===== src/common/tx_lane_map.svh =====
// Offsets, field positions and reset values of the lane tuning registers.
// Assumes byte address = 4 x register index on the register bus.
`ifndef TX_LANE_MAP_SVH
`define TX_LANE_MAP_SVH

`define IDX_DRIVE_CTL      16'h0027
`define IDX_DEEMPH_CTL     16'h002C
`define IDX_MACRO1_CTL     16'h7EC0
`define IDX_MACRO2_CTL     16'h7EC4
`define IDX_MACRO3_CTL     16'h7EC8

`define RST_DRIVE_CTL      32'h0000_0000
`define RST_DEEMPH_CTL     32'h0000_0000
`define RST_MACRO1_CTL     32'h0000_0000
`define RST_MACRO2_CTL     32'h0000_0000
`define RST_MACRO3_CTL     32'h0000_0000

`define DRV_LANE0_LSB      16
`define DRV_LANES4TO7_LSB  18
`define DRV_LANES8TO15_LSB 20
`define DRV_CODE_W         2
`define DRV_STRONGEST      2'h3

`define DEN_LANE0_BIT      24
`define DEN_LANES4TO7_BIT  25
`define DEN_LANES8TO15_BIT 26
`define DLV_LANE0_LSB      0
`define DLV_LANES4TO7_LSB  8
`define DLV_LANES8TO15_LSB 16

`define M1_DRV_LSB         4
`define M1_DRV_W           12
`define M1_DEN_BIT         20
`define M2_DRV_LSB         16
`define M2_DLV_HI_LSB      12
`define M2_DLV_LO_LSB      4
`define M3_DRV_LSB         16
`define M3_DEN2_BIT        28
`define M3_DLV_HI_LSB      8
`define M3_DLV_LO_BIT      0

`define RESP_OKAY          2'h0
`define RESP_DECODEERROR   2'h3

`endif


===== src/common/tx_lane_pkg.sv =====
// Types shared by the lane tuning register bank and its bus front end.
// Assumes tx_lane_map.svh supplies the numeric layout.
package tx_lane_pkg;

  typedef struct packed {
    logic        deemph_on;
    logic [7:0]  deemph_level;
    logic [1:0]  drive_code;
  } lane_tune_t;

  typedef struct packed {
    logic        wr_en;
    logic        rd_en;
    logic [15:0] idx;
    logic [31:0] wdata;
    logic [3:0]  be;
  } reg_req_t;

  typedef enum logic [2:0] {
    ST_IDLE = 3'b001,
    ST_WAIT = 3'b010,
    ST_DONE = 3'b100
  } bus_state_t;

endpackage


===== src/logic/avalon_reg_slave.sv =====
// Avalon-MM slave front end: two wait states, registered read data.
// Assumes a master that holds its request until waitrequest is low.
`timescale 1ns/100ps
`default_nettype none
`include "tx_lane_map.svh"

module avalon_reg_slave (
  input  wire logic                 ref_clk,
  input  wire logic                 rst_n,
  input  wire logic [17:0]          address,
  input  wire logic                 read,
  input  wire logic                 write,
  input  wire logic [3:0]           byteenable,
  input  wire logic [31:0]          writedata,
  output logic      [31:0]          readdata,
  output logic      [1:0]           response,
  output logic                      waitrequest,
  output tx_lane_pkg::reg_req_t     req,
  input  wire logic [31:0]          rdata,
  input  wire logic                 hit
);

  tx_lane_pkg::bus_state_t state_reg;
  logic [31:0]             readdata_reg;
  logic [1:0]              response_reg;

  // Read data is latched in WAIT so it already stands in DONE, the
  // answer cycle; writes land at the DONE edge, where the master sees it
  always_ff @(posedge ref_clk) begin
    if (!rst_n) begin
      state_reg <= tx_lane_pkg::ST_IDLE;
    end else begin
      case (state_reg)
        tx_lane_pkg::ST_IDLE: begin
          if (read || write) begin
            state_reg <= tx_lane_pkg::ST_WAIT;
          end
        end
        tx_lane_pkg::ST_WAIT: state_reg <= tx_lane_pkg::ST_DONE;
        tx_lane_pkg::ST_DONE: state_reg <= tx_lane_pkg::ST_IDLE;
        default:              state_reg <= tx_lane_pkg::ST_IDLE;
      endcase
    end
  end

  always_ff @(posedge ref_clk) begin
    if (!rst_n) begin
      readdata_reg <= 32'h0000_0000;
      response_reg <= `RESP_OKAY;
    end else if (state_reg == tx_lane_pkg::ST_WAIT) begin
      readdata_reg <= read ? rdata : 32'h0000_0000;
      response_reg <= hit ? `RESP_OKAY : `RESP_DECODEERROR;
    end
  end

  assign waitrequest = (read || write) &&
                       (state_reg != tx_lane_pkg::ST_DONE);
  assign readdata    = readdata_reg;
  assign response    = response_reg;

  always_comb begin
    req       = '0;
    req.idx   = address[17:2];
    req.wdata = writedata;
    req.be    = byteenable;
    req.rd_en = read && (state_reg == tx_lane_pkg::ST_DONE);
    req.wr_en = write && (state_reg == tx_lane_pkg::ST_DONE);
  end

endmodule

`default_nettype wire


===== src/logic/tx_lane_tuning_regs.sv =====
// Transmitter lane tuning register bank with static PHY control outputs.
// Assumes one clock, synchronous reset, Avalon-MM master with waitrequest.
//
// Design decision made here: the Avalon-MM interface to the registers.
`timescale 1ns/100ps
`default_nettype none
`include "tx_lane_map.svh"

module tx_lane_tuning_regs (
  input  wire logic                 ref_clk,
  input  wire logic                 rst_n,
  input  wire logic [17:0]          address,
  input  wire logic                 read,
  input  wire logic                 write,
  input  wire logic [3:0]           byteenable,
  input  wire logic [31:0]          writedata,
  output logic      [31:0]          readdata,
  output logic      [1:0]           response,
  output logic                      waitrequest,
  output tx_lane_pkg::lane_tune_t   lane0_tune,
  output tx_lane_pkg::lane_tune_t   lanes4to7_tune,
  output tx_lane_pkg::lane_tune_t   lanes8to15_tune,
  output logic      [11:0]          lane1_drive_code,
  output logic                      lane1_deemph_on,
  output logic      [7:0]           lane1_deemph_level,
  output logic      [1:0]           lane2_drive_code,
  output logic                      lane2_deemph_on,
  output logic      [7:0]           lane2_deemph_level,
  output logic      [1:0]           lane3_drive_code,
  output logic      [7:0]           lane3_deemph_level
);

  tx_lane_pkg::reg_req_t req;
  logic [31:0]           rdata;
  logic                  hit;
  logic [31:0]           drive_ctl_reg;
  logic [31:0]           deemph_ctl_reg;
  logic [31:0]           macro1_ctl_reg;
  logic [31:0]           macro2_ctl_reg;
  logic [31:0]           macro3_ctl_reg;

  avalon_reg_slave u_slave (
    .ref_clk     (ref_clk),
    .rst_n       (rst_n),
    .address     (address),
    .read        (read),
    .write       (write),
    .byteenable  (byteenable),
    .writedata   (writedata),
    .readdata    (readdata),
    .response    (response),
    .waitrequest (waitrequest),
    .req         (req),
    .rdata       (rdata),
    .hit         (hit)
  );

  // Merge only enabled byte lanes so neighbouring fields stay intact
  function automatic logic [31:0] merge_bytes(
    input logic [31:0] old_val,
    input logic [31:0] new_val,
    input logic [3:0]  be
  );
    logic [31:0] res;
    res = old_val;
    for (int i = 0; i < 4; i++) begin
      if (be[i]) begin
        res[i*8 +: 8] = new_val[i*8 +: 8];
      end
    end
    return res;
  endfunction

  function automatic logic is_write(
    input tx_lane_pkg::reg_req_t r,
    input logic [15:0]           idx
  );
    return r.wr_en && (r.idx == idx);
  endfunction

  always_ff @(posedge ref_clk) begin
    if (!rst_n) begin
      drive_ctl_reg <= `RST_DRIVE_CTL;
    end else if (is_write(req, `IDX_DRIVE_CTL)) begin
      drive_ctl_reg <= merge_bytes(drive_ctl_reg, req.wdata, req.be);
    end
  end

  always_ff @(posedge ref_clk) begin
    if (!rst_n) begin
      deemph_ctl_reg <= `RST_DEEMPH_CTL;
    end else if (is_write(req, `IDX_DEEMPH_CTL)) begin
      deemph_ctl_reg <= merge_bytes(deemph_ctl_reg, req.wdata, req.be);
    end
  end

  always_ff @(posedge ref_clk) begin
    if (!rst_n) begin
      macro1_ctl_reg <= `RST_MACRO1_CTL;
    end else if (is_write(req, `IDX_MACRO1_CTL)) begin
      macro1_ctl_reg <= merge_bytes(macro1_ctl_reg, req.wdata, req.be);
    end
  end

  always_ff @(posedge ref_clk) begin
    if (!rst_n) begin
      macro2_ctl_reg <= `RST_MACRO2_CTL;
    end else if (is_write(req, `IDX_MACRO2_CTL)) begin
      macro2_ctl_reg <= merge_bytes(macro2_ctl_reg, req.wdata, req.be);
    end
  end

  always_ff @(posedge ref_clk) begin
    if (!rst_n) begin
      macro3_ctl_reg <= `RST_MACRO3_CTL;
    end else if (is_write(req, `IDX_MACRO3_CTL)) begin
      macro3_ctl_reg <= merge_bytes(macro3_ctl_reg, req.wdata, req.be);
    end
  end

  // Whole words read back; unmapped indices read zero and flag an error
  always_comb begin
    rdata = 32'h0000_0000;
    hit   = 1'b1;
    case (req.idx)
      `IDX_DRIVE_CTL:  rdata = drive_ctl_reg;
      `IDX_DEEMPH_CTL: rdata = deemph_ctl_reg;
      `IDX_MACRO1_CTL: rdata = macro1_ctl_reg;
      `IDX_MACRO2_CTL: rdata = macro2_ctl_reg;
      `IDX_MACRO3_CTL: rdata = macro3_ctl_reg;
      default:         hit   = 1'b0;
    endcase
  end

  // Misc-space lanes: lane 0 and the two lane groups
  always_comb begin
    lane0_tune.drive_code =
      drive_ctl_reg[`DRV_LANE0_LSB +: `DRV_CODE_W];
    lanes4to7_tune.drive_code =
      drive_ctl_reg[`DRV_LANES4TO7_LSB +: `DRV_CODE_W];
    lanes8to15_tune.drive_code =
      drive_ctl_reg[`DRV_LANES8TO15_LSB +: `DRV_CODE_W];
    lane0_tune.deemph_on      = deemph_ctl_reg[`DEN_LANE0_BIT];
    lanes4to7_tune.deemph_on  = deemph_ctl_reg[`DEN_LANES4TO7_BIT];
    lanes8to15_tune.deemph_on = deemph_ctl_reg[`DEN_LANES8TO15_BIT];
    lane0_tune.deemph_level =
      deemph_ctl_reg[`DLV_LANE0_LSB +: 8];
    lanes4to7_tune.deemph_level =
      deemph_ctl_reg[`DLV_LANES4TO7_LSB +: 8];
    lanes8to15_tune.deemph_level =
      deemph_ctl_reg[`DLV_LANES8TO15_LSB +: 8];
  end

  // Display macro lanes; lane 1 drive overlaps its strength slices,
  // so bits 13:12 and 9:8 feed both views; bits 3:0 feed only the level
  assign lane1_drive_code =
    macro1_ctl_reg[`M1_DRV_LSB +: `M1_DRV_W];
  assign lane1_deemph_on = macro1_ctl_reg[`M1_DEN_BIT];
  assign lane1_deemph_level = {macro1_ctl_reg[13:12],
                               macro1_ctl_reg[9:8],
                               macro1_ctl_reg[3:0]};

  assign lane2_drive_code = macro2_ctl_reg[`M2_DRV_LSB +: 2];
  assign lane2_deemph_on  = macro3_ctl_reg[`M3_DEN2_BIT];
  assign lane2_deemph_level = {macro2_ctl_reg[`M2_DLV_HI_LSB +: 4],
                               macro2_ctl_reg[`M2_DLV_LO_LSB +: 4]};

  assign lane3_drive_code = macro3_ctl_reg[`M3_DRV_LSB +: 2];
  assign lane3_deemph_level = {macro3_ctl_reg[`M3_DLV_HI_LSB +: 7],
                               macro3_ctl_reg[`M3_DLV_LO_BIT]};

endmodule

`default_nettype wire


===== config.mk =====
export PLATFORM = sky130hd
export DESIGN_NAME = tx_lane_tuning_regs
export DESIGN_NICKNAME = d
export VERILOG_FILES = /design/src/common/tx_lane_pkg.sv /design/src/logic/avalon_reg_slave.sv /design/src/logic/tx_lane_tuning_regs.sv
export VERILOG_INCLUDE_DIRS = /design/src /design/src/common
export SDC_FILE = /design/constraint.sdc
export NUM_CORES = 1
export LEC_CHECK = 0
export ABC_CLOCK_PERIOD_IN_PS = 2700
export CAP_MARGIN = 10
export CORE_AREA = 3 3 151 139
export DETAILED_ROUTE_END_ITERATION = 16
export DIE_AREA = 0 0 154 142
export DONT_BUFFER_PORTS = 1
export HOLD_SLACK_MARGIN = 0.06
export MAX_ROUTING_LAYER = met4
export PLACE_DENSITY = 0.68
export SYNTH_ARGS = -nofsm -noshare
export SYNTH_HDL_FRONTEND = slang
export SYNTH_HIERARCHICAL = 1
export SYNTH_SLANG_ARGS = --single-unit

===== constraint.sdc =====
create_clock -name ref_clk -period 2.7 [get_ports ref_clk]
set_input_delay 0.405 -clock ref_clk [delete_from_list [all_inputs] [get_ports ref_clk]]
set_output_delay 0.405 -clock ref_clk [all_outputs]
set_load 0.05 [all_outputs]

* Word-level counts from Yosys, hierarchy flattened
Cells that the tools add are included.
** Storage, ports and cells
- Bits in read-only memories :: 0
- Input port bits :: 58
- Memories :: 0
- Logic and storage cells :: 68
- Register bits :: 197
- Output and inout port bits :: 110
- Bits in latches :: 0
- RAM bits :: 0
** Cells by class
- Reductions and logical operators :: 29
- $mul :: 0
- Order comparisons :: 0
- Mux-type cells :: 6
- Divide/modulo/power cells :: 0
- Shifts and indexed selects :: 0
- Bitwise logic cells :: 0
- Add/sub/neg operators :: 0
- Eq/ne operators :: 10
** Operator list (number)
- $pmux 32 s5 :: 1
- $eq 16x15->1 const B :: 3
- $reduce_and 2->1 :: 20
- $eq 16x6->1 const B :: 2
- $mux 32 :: 1
- $logic_and 1x1->1 :: 7
- $pmux 3 s2 :: 1
- $reduce_or 5->1 :: 1
- $eq 3x1->1 const B :: 1
- $eq 3x2->1 const B :: 1
- $eq 3x3->1 const B :: 1
- $mux 3 :: 1
- $ne 3x3->1 const B :: 1
- $mux 2 :: 1
- $ne 2x1->1 const B :: 1
- $logic_or 1x1->1 :: 1
- $mux 1 :: 1

* Logic depth before layout (Yosys ltp)
- Word-level depth :: 4
- Depth in mapped cells :: 9
- Gate-level depth less buffers :: 6

* Hierarchy
The synthesis kept the hierarchy.
** Modules (own cells, without submodules)
- tx_lane_tuning_regs :: sequential area each 3203.1 um^2, times used 1, area each 7737.4 um^2, cells an instance 873
- avalon_reg_slave :: sequential area each 720.7 um^2, times used 1, area each 1946.9 um^2, cells an instance 214

* Least setup slack after synthesis
OpenSTA, ideal clock, no wires.
- Path kind :: input port to flip-flop
- Start point :: in address[2]
- End point :: reg u_slave.readdata_reg[20] (netlist: u_slave/readdata[20])
- Slack :: 566 ps
- Setup time :: 72 ps
- Required time :: 2628 ps
- Path buffers :: 2
- Data arrival time :: 2062 ps
- Cell stages on the path :: 8
- Cells stage by stage :: buf_4 -> or4b_4 -> nor4_4 -> buf_4 -> a222oi_1 -> nand2_1 -> nand3_1 -> mux2i_1
** On the way
- Word-level cells in the longest chain between the ends :: 3
- Elaborated cells on any way between the ends :: 7
- Those cells by class :: eq/ne (5); mux (2)
** RTL lines
- start: declaration :: RTL line tx_lane_tuning_regs.sv:12 : input wire logic [17:0] address,
- $eq 16x15->1 or $eq 16x6->1 (tied branches) :: RTL line tx_lane_tuning_regs.sv:125 : case (req.idx)
- $pmux 32 s5 * :: RTL line tx_lane_tuning_regs.sv:125
- via rdata[20] :: RTL line tx_lane_tuning_regs.sv:34 : logic [31:0] rdata;
- $mux 32 * :: RTL line avalon_reg_slave.sv:51 : readdata_reg <= read ? rdata : 32'h0000_0000;
- end signal: assignment :: RTL line avalon_reg_slave.sv:51
- end: declaration :: RTL line avalon_reg_slave.sv:24 : logic [31:0] readdata_reg;
The timed path passes the listed nets; every way through them passes the cells marked *.
A chain may end at the register's enable or synchronous reset.

==> metrics <==
setup-violating endpoint count in the final report=0; setup slack on the worst flop-to-flop path=0.51 ns; grt ovf=0; layout net count=981; type of destination of the critical path=flip-flop; share of the clock period used by the worst path after layout=0.811; count of input and output buffers=0; area inside the core boundary=19700 µm²; number of maximum-capacitance violations=0; I/O pins=168; setup repair after global routing missed its margin=no; antenna violations before repair=0; number of clock sinks=196; Final Cell Area=9450 µm²; top fanout value on the critical path=9; vias in the first global route=6721; outcome=completed; Period minus WS final=2.19 ns; Wirelength per Cell=20.7 µm; logic gate share of total power=0.022; end point of the critical path=drive_ctl_reg[6]; largest net degree at the start of global routing=262; share of cells above drive strength 1=0.0865; Yosys warning total=6; number of resized instances in the post-cts repair step=0; detailed-route DRC error count=0; # hold bufs at CTS=0; Detail Placement HPWL=14600 µm; global-route wire length before repair=38400 µm; initial standard-cell utilization of the core=0.492; clock buffer count from CTS=17; clock tree from TritonCTS=done; Int Power=4.22 mW; TritonRoute pass-1 iters=8; antenna diode count=0; Setup Total Neg Slack=0 ns; Routed Wire Length=24700 µm; die span in x=154 µm; H-Tree Level Count=4; cell at the root of the clock tree=clkbuf_16; origin of the worst setup path=u_slave/state_reg[2]; area growth from synthesis to final layout=-2.39%; Die Ht=142 µm; GPL Wtd Cong=0.762; GRT Overall Usage=0.227; arrival time reported for the critical path endpoint=2.55 ns; synthesized netlist net count=1144; Peak supply drop=394 µV; slew of the pin with the lowest slew margin=0.698 ns; Crit Path Class=flip-flop to flip-flop; sw frac=0.226; clock input transition at the sequential cells of the worst setup and hold paths=0.07 ns; number of failing hold endpoints at the final stage=0; proportion of power drawn by flip-flops and latches=0.532; Die Outline Area=21900 µm²; worst r2r path cells=5; Iter 0 DRT Violations=651; Post-CTS Repair Setup Buffers=0; post-detailed-route count of antenna-violating nets=0; total standard cell area after synthesis=9680 µm²; Clock power frac=0.447; final worst clock skew=0.0158 ns; vias per cell=5.91; Bufs on Longest Clock Path=2; fmax=0.456 GHz; end of the worst register-to-register path=drive_ctl_reg[6]; Leakage Power=3.27 nW; count of standard-cell rows=49; Worst Path Required=3.06 ns; Slew headroom=0.534; count of fill cells added during filler insertion=1876; placement-stage cell area=8890 µm²; clock latency reported for the late side of the worst-skew pair=0.43 ns; Max Transition Viols Final=0; routed vias=7042; Syn Inst Count=1086; syn avg cell area=8.91 µm²; Worst setup SP type=flip-flop; beginning of the worst hold path=writedata[26]; net switching component of the power=1.23 mW; Power per Cell Area=577 nW/µm²; RR Startpoint=u_slave/state_reg[2]; type of the most critical hold path=primary input to flip-flop
worst max-delay path: stages (launching register included):
cell and delay, ns:
dfxtp_1 0.38, nor3b_1 0.27, and2_1 0.33, nand2_1 0.31
nor2_2 0.58, mux2i_1 0.25
cell usage in the layout (no fill, tap or decap), drive strengths merged:
cell / instances
clkinv: 3
nor2: 12
nor4bb: 1
or4b: 2
a2bb2oi: 1
nand2: 197
clkinvlp: 4
nand4: 3
a222oi: 16
or2: 1
a21boi: 64
mux2i: 129
nand3: 116
and4: 2
clkbuf: 21
nor4: 6
a22oi: 48
nor3b: 2
nand2b: 1
a211o: 1
nand4bb: 3
and2: 6
or4: 3
nor2b: 1
inv: 4
and4b: 1
dfxtp: 196
buf: 26
o21ai: 64
a211oi: 1
nor4b: 1
metal layers:
metal  up-vias  share of wire  routed length (µm)  global-route usage
met5         -              0                   0                   -
li1       3366              -                   -                   -
met1      3408           0.44               10800               0.288
met4         0          0.010                 248              0.0488
met3        17          0.083                2060              0.0681
met2       251           0.47               11600               0.363
worst min-delay path by stage:
| stage | to | slack (ns) | cells past startpoint |
|---|---|---|---|
| after global placement | deemph_ctl_reg[27] | 0.44 | 2 |
| after CTS | macro3_ctl_reg[29] | 0.1 | 2 |
| after global routing | macro3_ctl_reg[29] | 0.1 | 2 |
| final | macro3_ctl_reg[26] | 0.11 | 2 |
| after detailed placement | drive_ctl_reg[13] | 0.45 | 2 |
| after floorplan | drive_ctl_reg[23] | 0.43 | 2 |
layout make-up:
cell class / count / area [µm²] / share of cell area
flip-flops and latches: 196 / 3920 / 0.415
repair buffers: 26 / 258 / 0.0273
clock buffers: 21 / 470 / 0.0498
clock inverters: 11 / 90.1 / 0.00954
multi-input cells: 682 / 4390 / 0.464
well taps: 255 / 319 / 0.0338
metrics by stage:
step                total power [mW]  cells  setup slack (ns)  hold WS (ns)  utilization
global route                    5.61   1191             0.237        0.0992        0.480
finish                          5.45   1191             0.509         0.112        0.480
CTS                             5.50   1191             0.474        0.0980        0.480
detailed placement              3.08   1159             0.169         0.447        0.452
floorplan                       3.19   1086             0.566         0.434            -
global placement                3.08   1159             0.235         0.443        0.452
power groups by stage:
stage	logic, mW	clock network, mW	registers, mW
final	0.118	2.44	2.90
after global routing	0.124	2.58	2.90
after CTS	0.117	2.49	2.90
after detailed placement	0.117	0	2.97
after global placement	0.116	0	2.97
after floorplan	0.227	0	2.97
Note: power is estimated with default switching activity, not from simulation.
